[src/verilog/lps_map.svh]
/*
 holds: register indices, field positions, reset values and counts
 of the rgbw led pwm sequencer.
 assumes: included by bare name; byte address is four times the index.
*/
`ifndef LPS_MAP_SVH
`define LPS_MAP_SVH
// -----------------------------------------------------------------
// register indices (byte address = index * 4)
// -----------------------------------------------------------------
`define LPS_IDX_EN 16'h3400
`define LPS_IDX_DIV 16'h3402
`define LPS_IDX_SLOPE 16'h340a
`define LPS_IDX_MAXD 16'h340c
`define LPS_IDX_WHITE 16'h340e
`define LPS_IDX_RONOFF 16'h3410
`define LPS_IDX_GONOFF 16'h3412
`define LPS_IDX_BONOFF 16'h3414
`define LPS_IDX_STATUS 16'h3416
// -----------------------------------------------------------------
// fields, reset value and counts
// -----------------------------------------------------------------
`define LPS_EN_WHITE 8
`define LPS_EN_RED 9
`define LPS_EN_GATE 12
`define LPS_REG_RST 16'h0000
`define LPS_PER_LAST 7'h7f
`define LPS_PH_LAST 4'hf
`define LPS_WPRE_LOW 2'h3 // white prescale ends after four source edges per period step
`define LPS_RESP_OKAY 2'h0
`define LPS_RESP_SLVERR 2'h2
`endif

[src/verilog/lps_pkg.sv]
/*
 holds: types of the rgbw led pwm sequencer.
 assumes: nothing; used by scoped names only.
*/
`default_nettype none
package lps_pkg;
	// colour channel ramp states
	typedef enum logic [1:0] {LPS_IDLE, LPS_UP, LPS_HOLD, LPS_DOWN} lps_ramp_t;

	typedef struct packed {
		lps_ramp_t st;
		logic [3:0] duty;
		logic [7:0] sc;
	} lps_chan_t;

	typedef struct packed {
		logic [15:0] en;
		logic [15:0] div;
		logic [15:0] slope;
		logic [15:0] maxd;
		logic [15:0] white;
		logic [2:0][15:0] onoff;
		logic src_q;
		logic [3:0] divc;
		logic [3:0] ph;
		logic [6:0] per;
		lps_chan_t [2:0] ch;
		logic [13:0] wpre;
		logic [5:0] wph;
		logic awr;
		logic wr;
		logic arr;
		logic bv;
		logic rv;
		logic [15:0] awa;
		logic [15:0] wd;
		logic [1:0] ws;
		logic [1:0] bresp;
		logic [1:0] rresp;
		logic [15:0] rd;
		logic [3:0] led;
	} lps_state_t;
endpackage
`default_nettype wire

[src/verilog/lps_rgbw_pwm.sv]
/*
 holds: rgbw led pwm sequencer with an axi4-lite register slave.
 assumes: led_source_clock and the gate pin are synchronous to aclk;
 led_source_clock is much slower than aclk.
*/
// Design decision made here: the AXI4-Lite register port.
`timescale 1ns/1ns
`default_nettype none
`include "lps_map.svh"

module lps_rgbw_pwm #(
	parameter int ADDR_W = 16
) (
	input wire logic aclk, // system clock, 20 mhz
	input wire logic aresetn, // sync reset, low
	input wire logic [ADDR_W-1:0] s_axi_awaddr, // write address
	input wire logic s_axi_awvalid, // write address valid
	output logic s_axi_awready, // write address ready
	input wire logic [31:0] s_axi_wdata, // write data
	input wire logic [3:0] s_axi_wstrb, // byte strobes
	input wire logic s_axi_wvalid, // write data valid
	output logic s_axi_wready, // write data ready
	output logic [1:0] s_axi_bresp, // write response
	output logic s_axi_bvalid, // write response valid
	input wire logic s_axi_bready, // write response ready
	input wire logic [ADDR_W-1:0] s_axi_araddr, // read address
	input wire logic s_axi_arvalid, // read address valid
	output logic s_axi_arready, // read address ready
	output logic [31:0] s_axi_rdata, // read data
	output logic [1:0] s_axi_rresp, // read response
	output logic s_axi_rvalid, // read data valid
	input wire logic s_axi_rready, // read data ready
	input wire logic led_source_clock, // slow pwm source clock
	input wire logic external_output_gate_in, // output gate pin
	output logic led_red, // red drive
	output logic led_green, // green drive
	output logic led_blue, // blue drive
	output logic led_white // white drive
);
	if (ADDR_W < 16) begin : g_chk
		$error("ADDR_W must be at least 16");
	end

	// -----------------------------------------------------------------
	// helpers
	// -----------------------------------------------------------------
	function automatic logic [15:0] idx(input logic [15:0] a);
		return {2'h0, a[15:2]};
	endfunction

	function automatic logic [15:0] merge(input logic [15:0] o, input logic [15:0] d, input logic [1:0] s);
		return {s[1] ? d[15:8] : o[15:8], s[0] ? d[7:0] : o[7:0]};
	endfunction

	// one ramp step per pulse clock for a colour channel
	function automatic lps_pkg::lps_chan_t ramp(input lps_pkg::lps_chan_t c, input logic on_hit,
		input logic off_hit, input logic [7:0] sl, input logic [3:0] mx);
		lps_pkg::lps_chan_t r;
		logic step;
		logic flat;
		r = c;
		flat = (sl == 8'h00);
		step = flat || (c.sc >= sl - 8'h01);
		r.sc = step ? 8'h00 : c.sc + 8'h01;
		unique case (c.st)
			lps_pkg::LPS_IDLE: begin
				r.sc = 8'h00;
				if (on_hit) begin
					r.st = flat ? lps_pkg::LPS_HOLD : lps_pkg::LPS_UP;
					r.duty = flat ? mx : 4'h0;
				end
			end
			lps_pkg::LPS_UP: begin
				if (off_hit) begin
					r.st = flat ? lps_pkg::LPS_IDLE : lps_pkg::LPS_DOWN;
					r.duty = flat ? 4'h0 : c.duty;
					r.sc = 8'h00;
				end else if (c.duty >= mx) begin
					r.st = lps_pkg::LPS_HOLD;
					r.duty = mx;
				end else if (step) begin
					r.duty = c.duty + 4'h1;
				end
			end
			lps_pkg::LPS_HOLD: begin
				if (off_hit) begin
					r.st = flat ? lps_pkg::LPS_IDLE : lps_pkg::LPS_DOWN;
					r.duty = flat ? 4'h0 : c.duty;
					r.sc = 8'h00;
				end else begin
					r.duty = mx;
				end
			end
			lps_pkg::LPS_DOWN: begin
				if (on_hit) begin
					r.st = flat ? lps_pkg::LPS_HOLD : lps_pkg::LPS_UP;
					r.duty = flat ? mx : c.duty;
					r.sc = 8'h00;
				end else if (c.duty == 4'h0) begin
					r.st = lps_pkg::LPS_IDLE;
				end else if (step) begin
					r.duty = c.duty - 4'h1;
				end
			end
		endcase
		return r;
	endfunction

	// read mux: response code over data
	function automatic logic [17:0] rdmux(input logic [15:0] i, input lps_pkg::lps_state_t s);
		logic [17:0] v;
		v = {`LPS_RESP_OKAY, 16'h0000};
		case (i)
			`LPS_IDX_EN: v[15:0] = s.en;
			`LPS_IDX_DIV: v[15:0] = s.div;
			`LPS_IDX_SLOPE: v[15:0] = s.slope;
			`LPS_IDX_MAXD: v[15:0] = s.maxd;
			`LPS_IDX_WHITE: v[15:0] = s.white;
			`LPS_IDX_RONOFF: v[15:0] = s.onoff[0];
			`LPS_IDX_GONOFF: v[15:0] = s.onoff[1];
			`LPS_IDX_BONOFF: v[15:0] = s.onoff[2];
			`LPS_IDX_STATUS: v[15:0] = {2'h0, s.ch[2].st, s.ch[1].st, s.ch[0].st, 1'b0, s.per};
			default: v[17:16] = `LPS_RESP_SLVERR;
		endcase
		return v;
	endfunction

	// -----------------------------------------------------------------
	// state and timing strobes
	// -----------------------------------------------------------------
	lps_pkg::lps_state_t q_ff;
	lps_pkg::lps_state_t nxt_q;
	logic run;
	logic se;
	logic pwt;
	logic pt;
	logic rgb_on;
	logic gate_ok;

	// source edge only while some channel is on; pwm and pulse ticks follow
	assign run = |q_ff.en[11:8];
	assign se = led_source_clock & ~q_ff.src_q & run;
	assign pwt = se && (q_ff.divc == q_ff.div[3:0]);
	assign pt = pwt && (q_ff.ph == `LPS_PH_LAST);
	assign rgb_on = |q_ff.en[11:9];
	assign gate_ok = !q_ff.en[`LPS_EN_GATE] || external_output_gate_in;

	// -----------------------------------------------------------------
	// next state
	// -----------------------------------------------------------------
	always_comb begin
		nxt_q = q_ff;
		nxt_q.src_q = led_source_clock;
		// divider, pwm phase and shared 128 count period
		if (se) begin
			nxt_q.divc = pwt ? 4'h0 : q_ff.divc + 4'h1;
		end
		if (pwt) begin
			nxt_q.ph = q_ff.ph + 4'h1;
		end
		if (pt) begin
			nxt_q.per = (q_ff.per == `LPS_PER_LAST) ? 7'h00 : q_ff.per + 7'h01;
		end
		// per colour ramp, placed by its own on and off times
		for (int i = 0; i < 3; i++) begin
			if (pt) begin
				nxt_q.ch[i] = ramp(q_ff.ch[i], q_ff.per == q_ff.onoff[i][6:0], q_ff.per == q_ff.onoff[i][14:8],
					q_ff.slope[7:0], q_ff.maxd[3:0]);
			end
		end
		if (!rgb_on) begin
			nxt_q.divc = 4'h0;
			nxt_q.ph = 4'h0;
			nxt_q.per = 7'h00;
			nxt_q.ch = '0;
		end
		// white: prescale 4*(p+1) source edges per duty step, no ramp; 64 steps give 64 hz down to 1 hz
		if (!q_ff.en[`LPS_EN_WHITE]) begin
			nxt_q.wpre = 14'h0000;
			nxt_q.wph = 6'h00;
		end else if (se) begin
			if (q_ff.wpre == {6'h00, q_ff.white[13:8], `LPS_WPRE_LOW}) begin
				nxt_q.wpre = 14'h0000;
				nxt_q.wph = q_ff.wph + 6'h01;
			end else begin
				nxt_q.wpre = q_ff.wpre + 14'h0001;
			end
		end
		// output stage, gated by the external pin
		for (int i = 0; i < 3; i++) begin
			nxt_q.led[i] = q_ff.en[`LPS_EN_RED + i] && (q_ff.ch[i].st != lps_pkg::LPS_IDLE)
				&& (q_ff.ph < q_ff.ch[i].duty) && gate_ok;
		end
		nxt_q.led[3] = q_ff.en[`LPS_EN_WHITE] && (q_ff.wph < q_ff.white[5:0]) && gate_ok;
		// axi write: address and data in either order, then response
		if (s_axi_awvalid && q_ff.awr) begin
			nxt_q.awr = 1'b0;
			nxt_q.awa = s_axi_awaddr[15:0];
		end
		if (s_axi_wvalid && q_ff.wr) begin
			nxt_q.wr = 1'b0;
			nxt_q.wd = s_axi_wdata[15:0];
			nxt_q.ws = s_axi_wstrb[1:0];
		end
		if (!q_ff.awr && !q_ff.wr && !q_ff.bv) begin
			nxt_q.bv = 1'b1;
			nxt_q.bresp = `LPS_RESP_OKAY;
			case (idx(q_ff.awa))
				`LPS_IDX_EN: nxt_q.en = merge(q_ff.en, q_ff.wd, q_ff.ws);
				`LPS_IDX_DIV: nxt_q.div = merge(q_ff.div, q_ff.wd, q_ff.ws);
				`LPS_IDX_SLOPE: nxt_q.slope = merge(q_ff.slope, q_ff.wd, q_ff.ws);
				`LPS_IDX_MAXD: nxt_q.maxd = merge(q_ff.maxd, q_ff.wd, q_ff.ws);
				`LPS_IDX_WHITE: nxt_q.white = merge(q_ff.white, q_ff.wd, q_ff.ws);
				`LPS_IDX_RONOFF: nxt_q.onoff[0] = merge(q_ff.onoff[0], q_ff.wd, q_ff.ws);
				`LPS_IDX_GONOFF: nxt_q.onoff[1] = merge(q_ff.onoff[1], q_ff.wd, q_ff.ws);
				`LPS_IDX_BONOFF: nxt_q.onoff[2] = merge(q_ff.onoff[2], q_ff.wd, q_ff.ws);
				`LPS_IDX_STATUS: nxt_q.bresp = `LPS_RESP_OKAY; // read only, write ignored
				default: nxt_q.bresp = `LPS_RESP_SLVERR;
			endcase
		end
		if (q_ff.bv && s_axi_bready) begin
			nxt_q.bv = 1'b0;
			nxt_q.awr = 1'b1;
			nxt_q.wr = 1'b1;
		end
		// axi read: answered one cycle after the address is taken
		if (s_axi_arvalid && q_ff.arr) begin
			nxt_q.arr = 1'b0;
			nxt_q.rv = 1'b1;
			{nxt_q.rresp, nxt_q.rd} = rdmux(idx(s_axi_araddr[15:0]), q_ff);
		end
		if (q_ff.rv && s_axi_rready) begin
			nxt_q.rv = 1'b0;
			nxt_q.arr = 1'b1;
		end
	end

	// register the state
	always_ff @(posedge aclk) begin
		if (!aresetn) begin
			q_ff <= '0;
			q_ff.en <= `LPS_REG_RST;
			q_ff.awr <= 1'b1;
			q_ff.wr <= 1'b1;
			q_ff.arr <= 1'b1;
		end else begin
			q_ff <= nxt_q;
		end
	end

	// -----------------------------------------------------------------
	// outputs
	// -----------------------------------------------------------------
	assign s_axi_awready = q_ff.awr;
	assign s_axi_wready = q_ff.wr;
	assign s_axi_bvalid = q_ff.bv;
	assign s_axi_bresp = q_ff.bresp;
	assign s_axi_arready = q_ff.arr;
	assign s_axi_rvalid = q_ff.rv;
	assign s_axi_rresp = q_ff.rresp;
	assign s_axi_rdata = {16'h0000, q_ff.rd};
	assign led_red = q_ff.led[0];
	assign led_green = q_ff.led[1];
	assign led_blue = q_ff.led[2];
	assign led_white = q_ff.led[3];
endmodule // lps_rgbw_pwm
`default_nettype wire

[config.mk]
export PLATFORM = sky130hd
export DESIGN_NAME = lps_rgbw_pwm
export DESIGN_NICKNAME = d
export VERILOG_FILES = /design/src/verilog/lps_pkg.sv /design/src/verilog/lps_rgbw_pwm.sv
export VERILOG_INCLUDE_DIRS = /design/src /design/src/verilog
export SDC_FILE = /design/constraint.sdc
export NUM_CORES = 1
export LEC_CHECK = 0
export ABC_AREA = 1
export CORE_ASPECT_RATIO = 2
export CORE_UTILIZATION = 55
export CTS_BUF_LIST = sky130_fd_sc_hd__clkbuf_8 sky130_fd_sc_hd__clkbuf_16
export DETAILED_ROUTE_END_ITERATION = 6
export DONT_BUFFER_PORTS = 1
export GPL_TIMING_DRIVEN = 0
export PLACE_DENSITY = 0.66
export SYNTH_ARGS = -nofsm -noshare
export SYNTH_HDL_FRONTEND = slang
export SYNTH_SLANG_ARGS = --single-unit
[constraint.sdc]
create_clock -name aclk -period 4.3 [get_ports aclk]
set_input_delay 0.43 -clock aclk [delete_from_list [all_inputs] [get_ports aclk]]
set_output_delay 0.43 -clock aclk [all_outputs]
set_load 0.02 [all_outputs]
==> summary.md <==
| Metric | Value |
|---|---|
| CTS clk-pin slew, worst paths | 0.07 ns |
| Cell taking the most area after synthesis | dfxtp_1 |
| Synthesis warning total | 0 |
| Layout Skew | 0.01272 ns |
| Peak Freq | 0.3116 GHz |
| Final Instance Count excl. Fillers | 2,621 |
| Sequential share of the synthesized area | 35.53% |
| Largest family of logic cells by synthesized area | simple AND/OR/NAND/NOR gates |
| Top reg by flops | q_ff |
| Leakage | 6.447 nW |
| PwrDens | 305.4 mW/mm^2 |
| Setup TNS | 0 ns |
| Root buffer cell | clkbuf_16 |
| Starting Density | 55.70% |
| First-pass GRT wire length | 75,670 um |
| Worst VDD drop | 0.3361 mV |
| Critical path peak fanout | 11 |
| Share of the synthesized area in the top cell type | 35.53% |
| First drt pass iteration count | 5 |
| Yosys cell types | 43 |
| Post-CTS Hold Buffers | 1 |
| Mapped cell area | 0.01493 mm^2 |
| Total power | 0.004958 W |
| Avg WL per Cell | 18.82 um |
| Primary FF master, synth | dfxtp_1 |
| Fin. max-slew vios | 0 |
| Row Count | 85 |
| #FFs+latches synth | 265 |
| CTS tree | yes |
| Final worst slack | 1.091 ns |
| Synth cell count leaders | nand2_1, inv_1, nor2_1 |
| Vias/cell | 5.623 |
| Placed Instances | 2,576 |
| Final period util | 74.63% |
| Synth Area in Compound Gates | 17.96% |
| Max FFs per register | 238 |
| H-Tree Depth | 1 |
| CP Data Required Time | 4.74 ns |
| Synth Instances | 2,211 |
| Post-synth EDFFs | 0 |
| Fin. Hold Viols | 0 |
| RSZ-0062 raised after global routing | no |
| Routed Antenna Nets | 0 |
| Number of port buffers | 0 |
| Die width | 118.5 um |
| Ys async rst share | 0% |
| Tmin final | 3.209 ns |
| Slew at the pin closest to its max-slew limit | 1.167 ns |
| Initial antenna violation count | 1 |
| Core Region | 0.02680 mm^2 |
| Hold crit path type | input port to flip-flop |
| Final wirelength | 49,330 um |
| Max Cap Viol | 0 |
| Clock sinks | 265 |
| Total grt overflow | 0 |
| Vias in the first global route | 14,207 |
| Skew-Pair Late Insertion Delay | 0.55 ns |
| GRT Util Overall | 35.15% |
| Post-synthesis simple-gate area fraction | 26.96% |
| Most frequent cell after synthesis | nand2_1 |
| Arrival @ worst endpoint | 3.65 ns |
| Xor and xnor area share after synthesis | 3.637% |
| Share of cells above drive strength 1 | 5.326% |
| Max clock buf depth | 3 |
| Residual DRC | 0 |
| Startpoint Class | flip-flop |
| Status | finished clean |
| Post-Synth Adder-Cell Area | 4.693% |
| Largest net degree at the start of global routing | 16 |
| Slew margin rel. | 21.86% |
| Placed Area | 0.01543 mm^2 |
| Area contributors post-synth | dfxtp_1, nand2_1, inv_1 |
| Post-synthesis mux area share | 0% |
| Syn Area/Cell | 6.752 um^2 |
| Die height | 235 um |
| Dpl hpwl | 39,300 um |
| WS Path Type | flip-flop to flip-flop |
| Area grow syn2layout | 8.741% |
| Via Count | 14,739 |
| Total I/O pin count | 122 |
| Final instance area | 0.01623 mm^2 |
| Setup bufs post-CTS | 0 |
| Final Wtd Congestion | 0.9515 |
| DR iter-0 viols | 914 |
| Layout net count | 2,388 |
| CTS resizes | 0 |
| Crit path capture type | flip-flop |
| CTS buffer count | 24 |
| Die ar. | 0.02785 mm^2 |
| Setup-failing EPs final | 0 |
| Dpl ws | 1.199 ns |
| Flop-to-flop setup slack | 1.09 ns |
-- cell usage in the layout, fill, tap and decap left out, types with 5 or more instances in the layout --
| cell | netlist | layout |
|---|---|---|
| clkinv_2 | 0 | 6 |
| a211oi_1 | 17 | 17 |
| nand4_1 | 43 | 43 |
| xnor2_1 | 19 | 19 |
| nor4_1 | 9 | 9 |
| nor2_1 | 270 | 270 |
| inv_1 | 279 | 285 |
| a21oi_1 | 205 | 205 |
| conb_1 | 1 | 18 |
| o21a_1 | 7 | 7 |
| xor2_1 | 43 | 43 |
| nand2_1 | 397 | 397 |
| buf_2 | 9 | 9 |
| clkbuf_16 | 0 | 25 |
| nand3b_1 | 11 | 11 |
| o21ai_0 | 182 | 182 |
| o22ai_1 | 61 | 61 |
| o211ai_1 | 7 | 7 |
| nor3_1 | 32 | 32 |
| nand2_2 | 10 | 10 |
| dfxtp_1 | 265 | 265 |
| nand3_1 | 140 | 140 |
| ha_1 | 56 | 56 |
| clkbuf_1 | 56 | 56 |
| clkinv_1 | 6 | 6 |
| buf_4 | 41 | 41 |
| a31oi_1 | 5 | 5 |
-- report_power, final --
| group | switching [W] | total (W) | internal (W) |
|---|---|---|---|
| clock network | 0.000985 | 0.00222 | 0.00124 |
| registers | 0.0000665 | 0.00255 | 0.00249 |
| logic | 0.000127 | 0.000182 | 0.0000556 |
-- final timing paths --
kind / end / cells after the start / from
worst max register to register: q_ff[107]$_SDFFE_PN0P_ / 12 / q_ff[208]$_SDFFE_PN0P_
worst min-delay path: s_axi_arready$_SDFFE_PP1P_ / 2 / s_axi_rready
worst min register to register: q_ff[266]$_SDFFE_PN0P_ / 2 / q_ff[266]$_SDFFE_PN0P_
worst max-delay path: q_ff[107]$_SDFFE_PN0P_ / 12 / q_ff[208]$_SDFFE_PN0P_
-- metal layers --
metal | vias to the layer above | track usage (%) | wire length (um)
li1 | 7316 | - | -
met1 | 6714 | 31.07 | 16290
met2 | 481 | 65.85 | 25330
met3 | 228 | 4.830 | 2157
met4 | 0 | 34.83 | 5549
met5 | - | 0 | 0
-- cell families (layout without fill, tap and decap cells) --
logic type | Yosys count | in the layout
adder cells (fa/ha/maj) | 56 | 56
flip-flops | 265 | 265
AO/OA/AOI/OAI | 496 | 496
XOR/XNOR | 62 | 62
other | 1 | 19
buffers and inverters | 399 | 443
AND/OR/NAND/NOR | 932 | 932
-- layout make-up --
cell class	count	area, um^2
plain buffers	110	585.6
repair buffers	1	10.01
flip-flops and latches	265	5305
diodes	1	2.502
inverters	289	1085
well taps	348	435.4
clock inverters	14	112.6
clock buffers	29	680.7
multi-input cells	1564	8018
fillers	2621	10570
-- stage by stage --
step | utilization [%] | hold WS [ns]
global route | 60.57 | 0.03602
global placement | 57.57 | 0.4331
detailed placement | 57.57 | 0.4366
finish | 60.57 | 0.03482
CTS | 60.56 | 0.02650
floorplan | - | 0.4237
-- worst max-delay path, stage by stage, from the launching register on --
cell,delay [ns]
dfxtp_1,0.52
clkinv_1,0.62
ha_1,0.56
a21oi_1,0.27
nand3_1,0.27
nor2_1,0.27
nand3_1,0.13
nand2_1,0.13
inv_2,0.07
nand2_1,0.09
nand2_1,0.06
nand2_1,0.05
nor2_1,0.06
No activity file was read; power rests on OpenSTA's default activity.
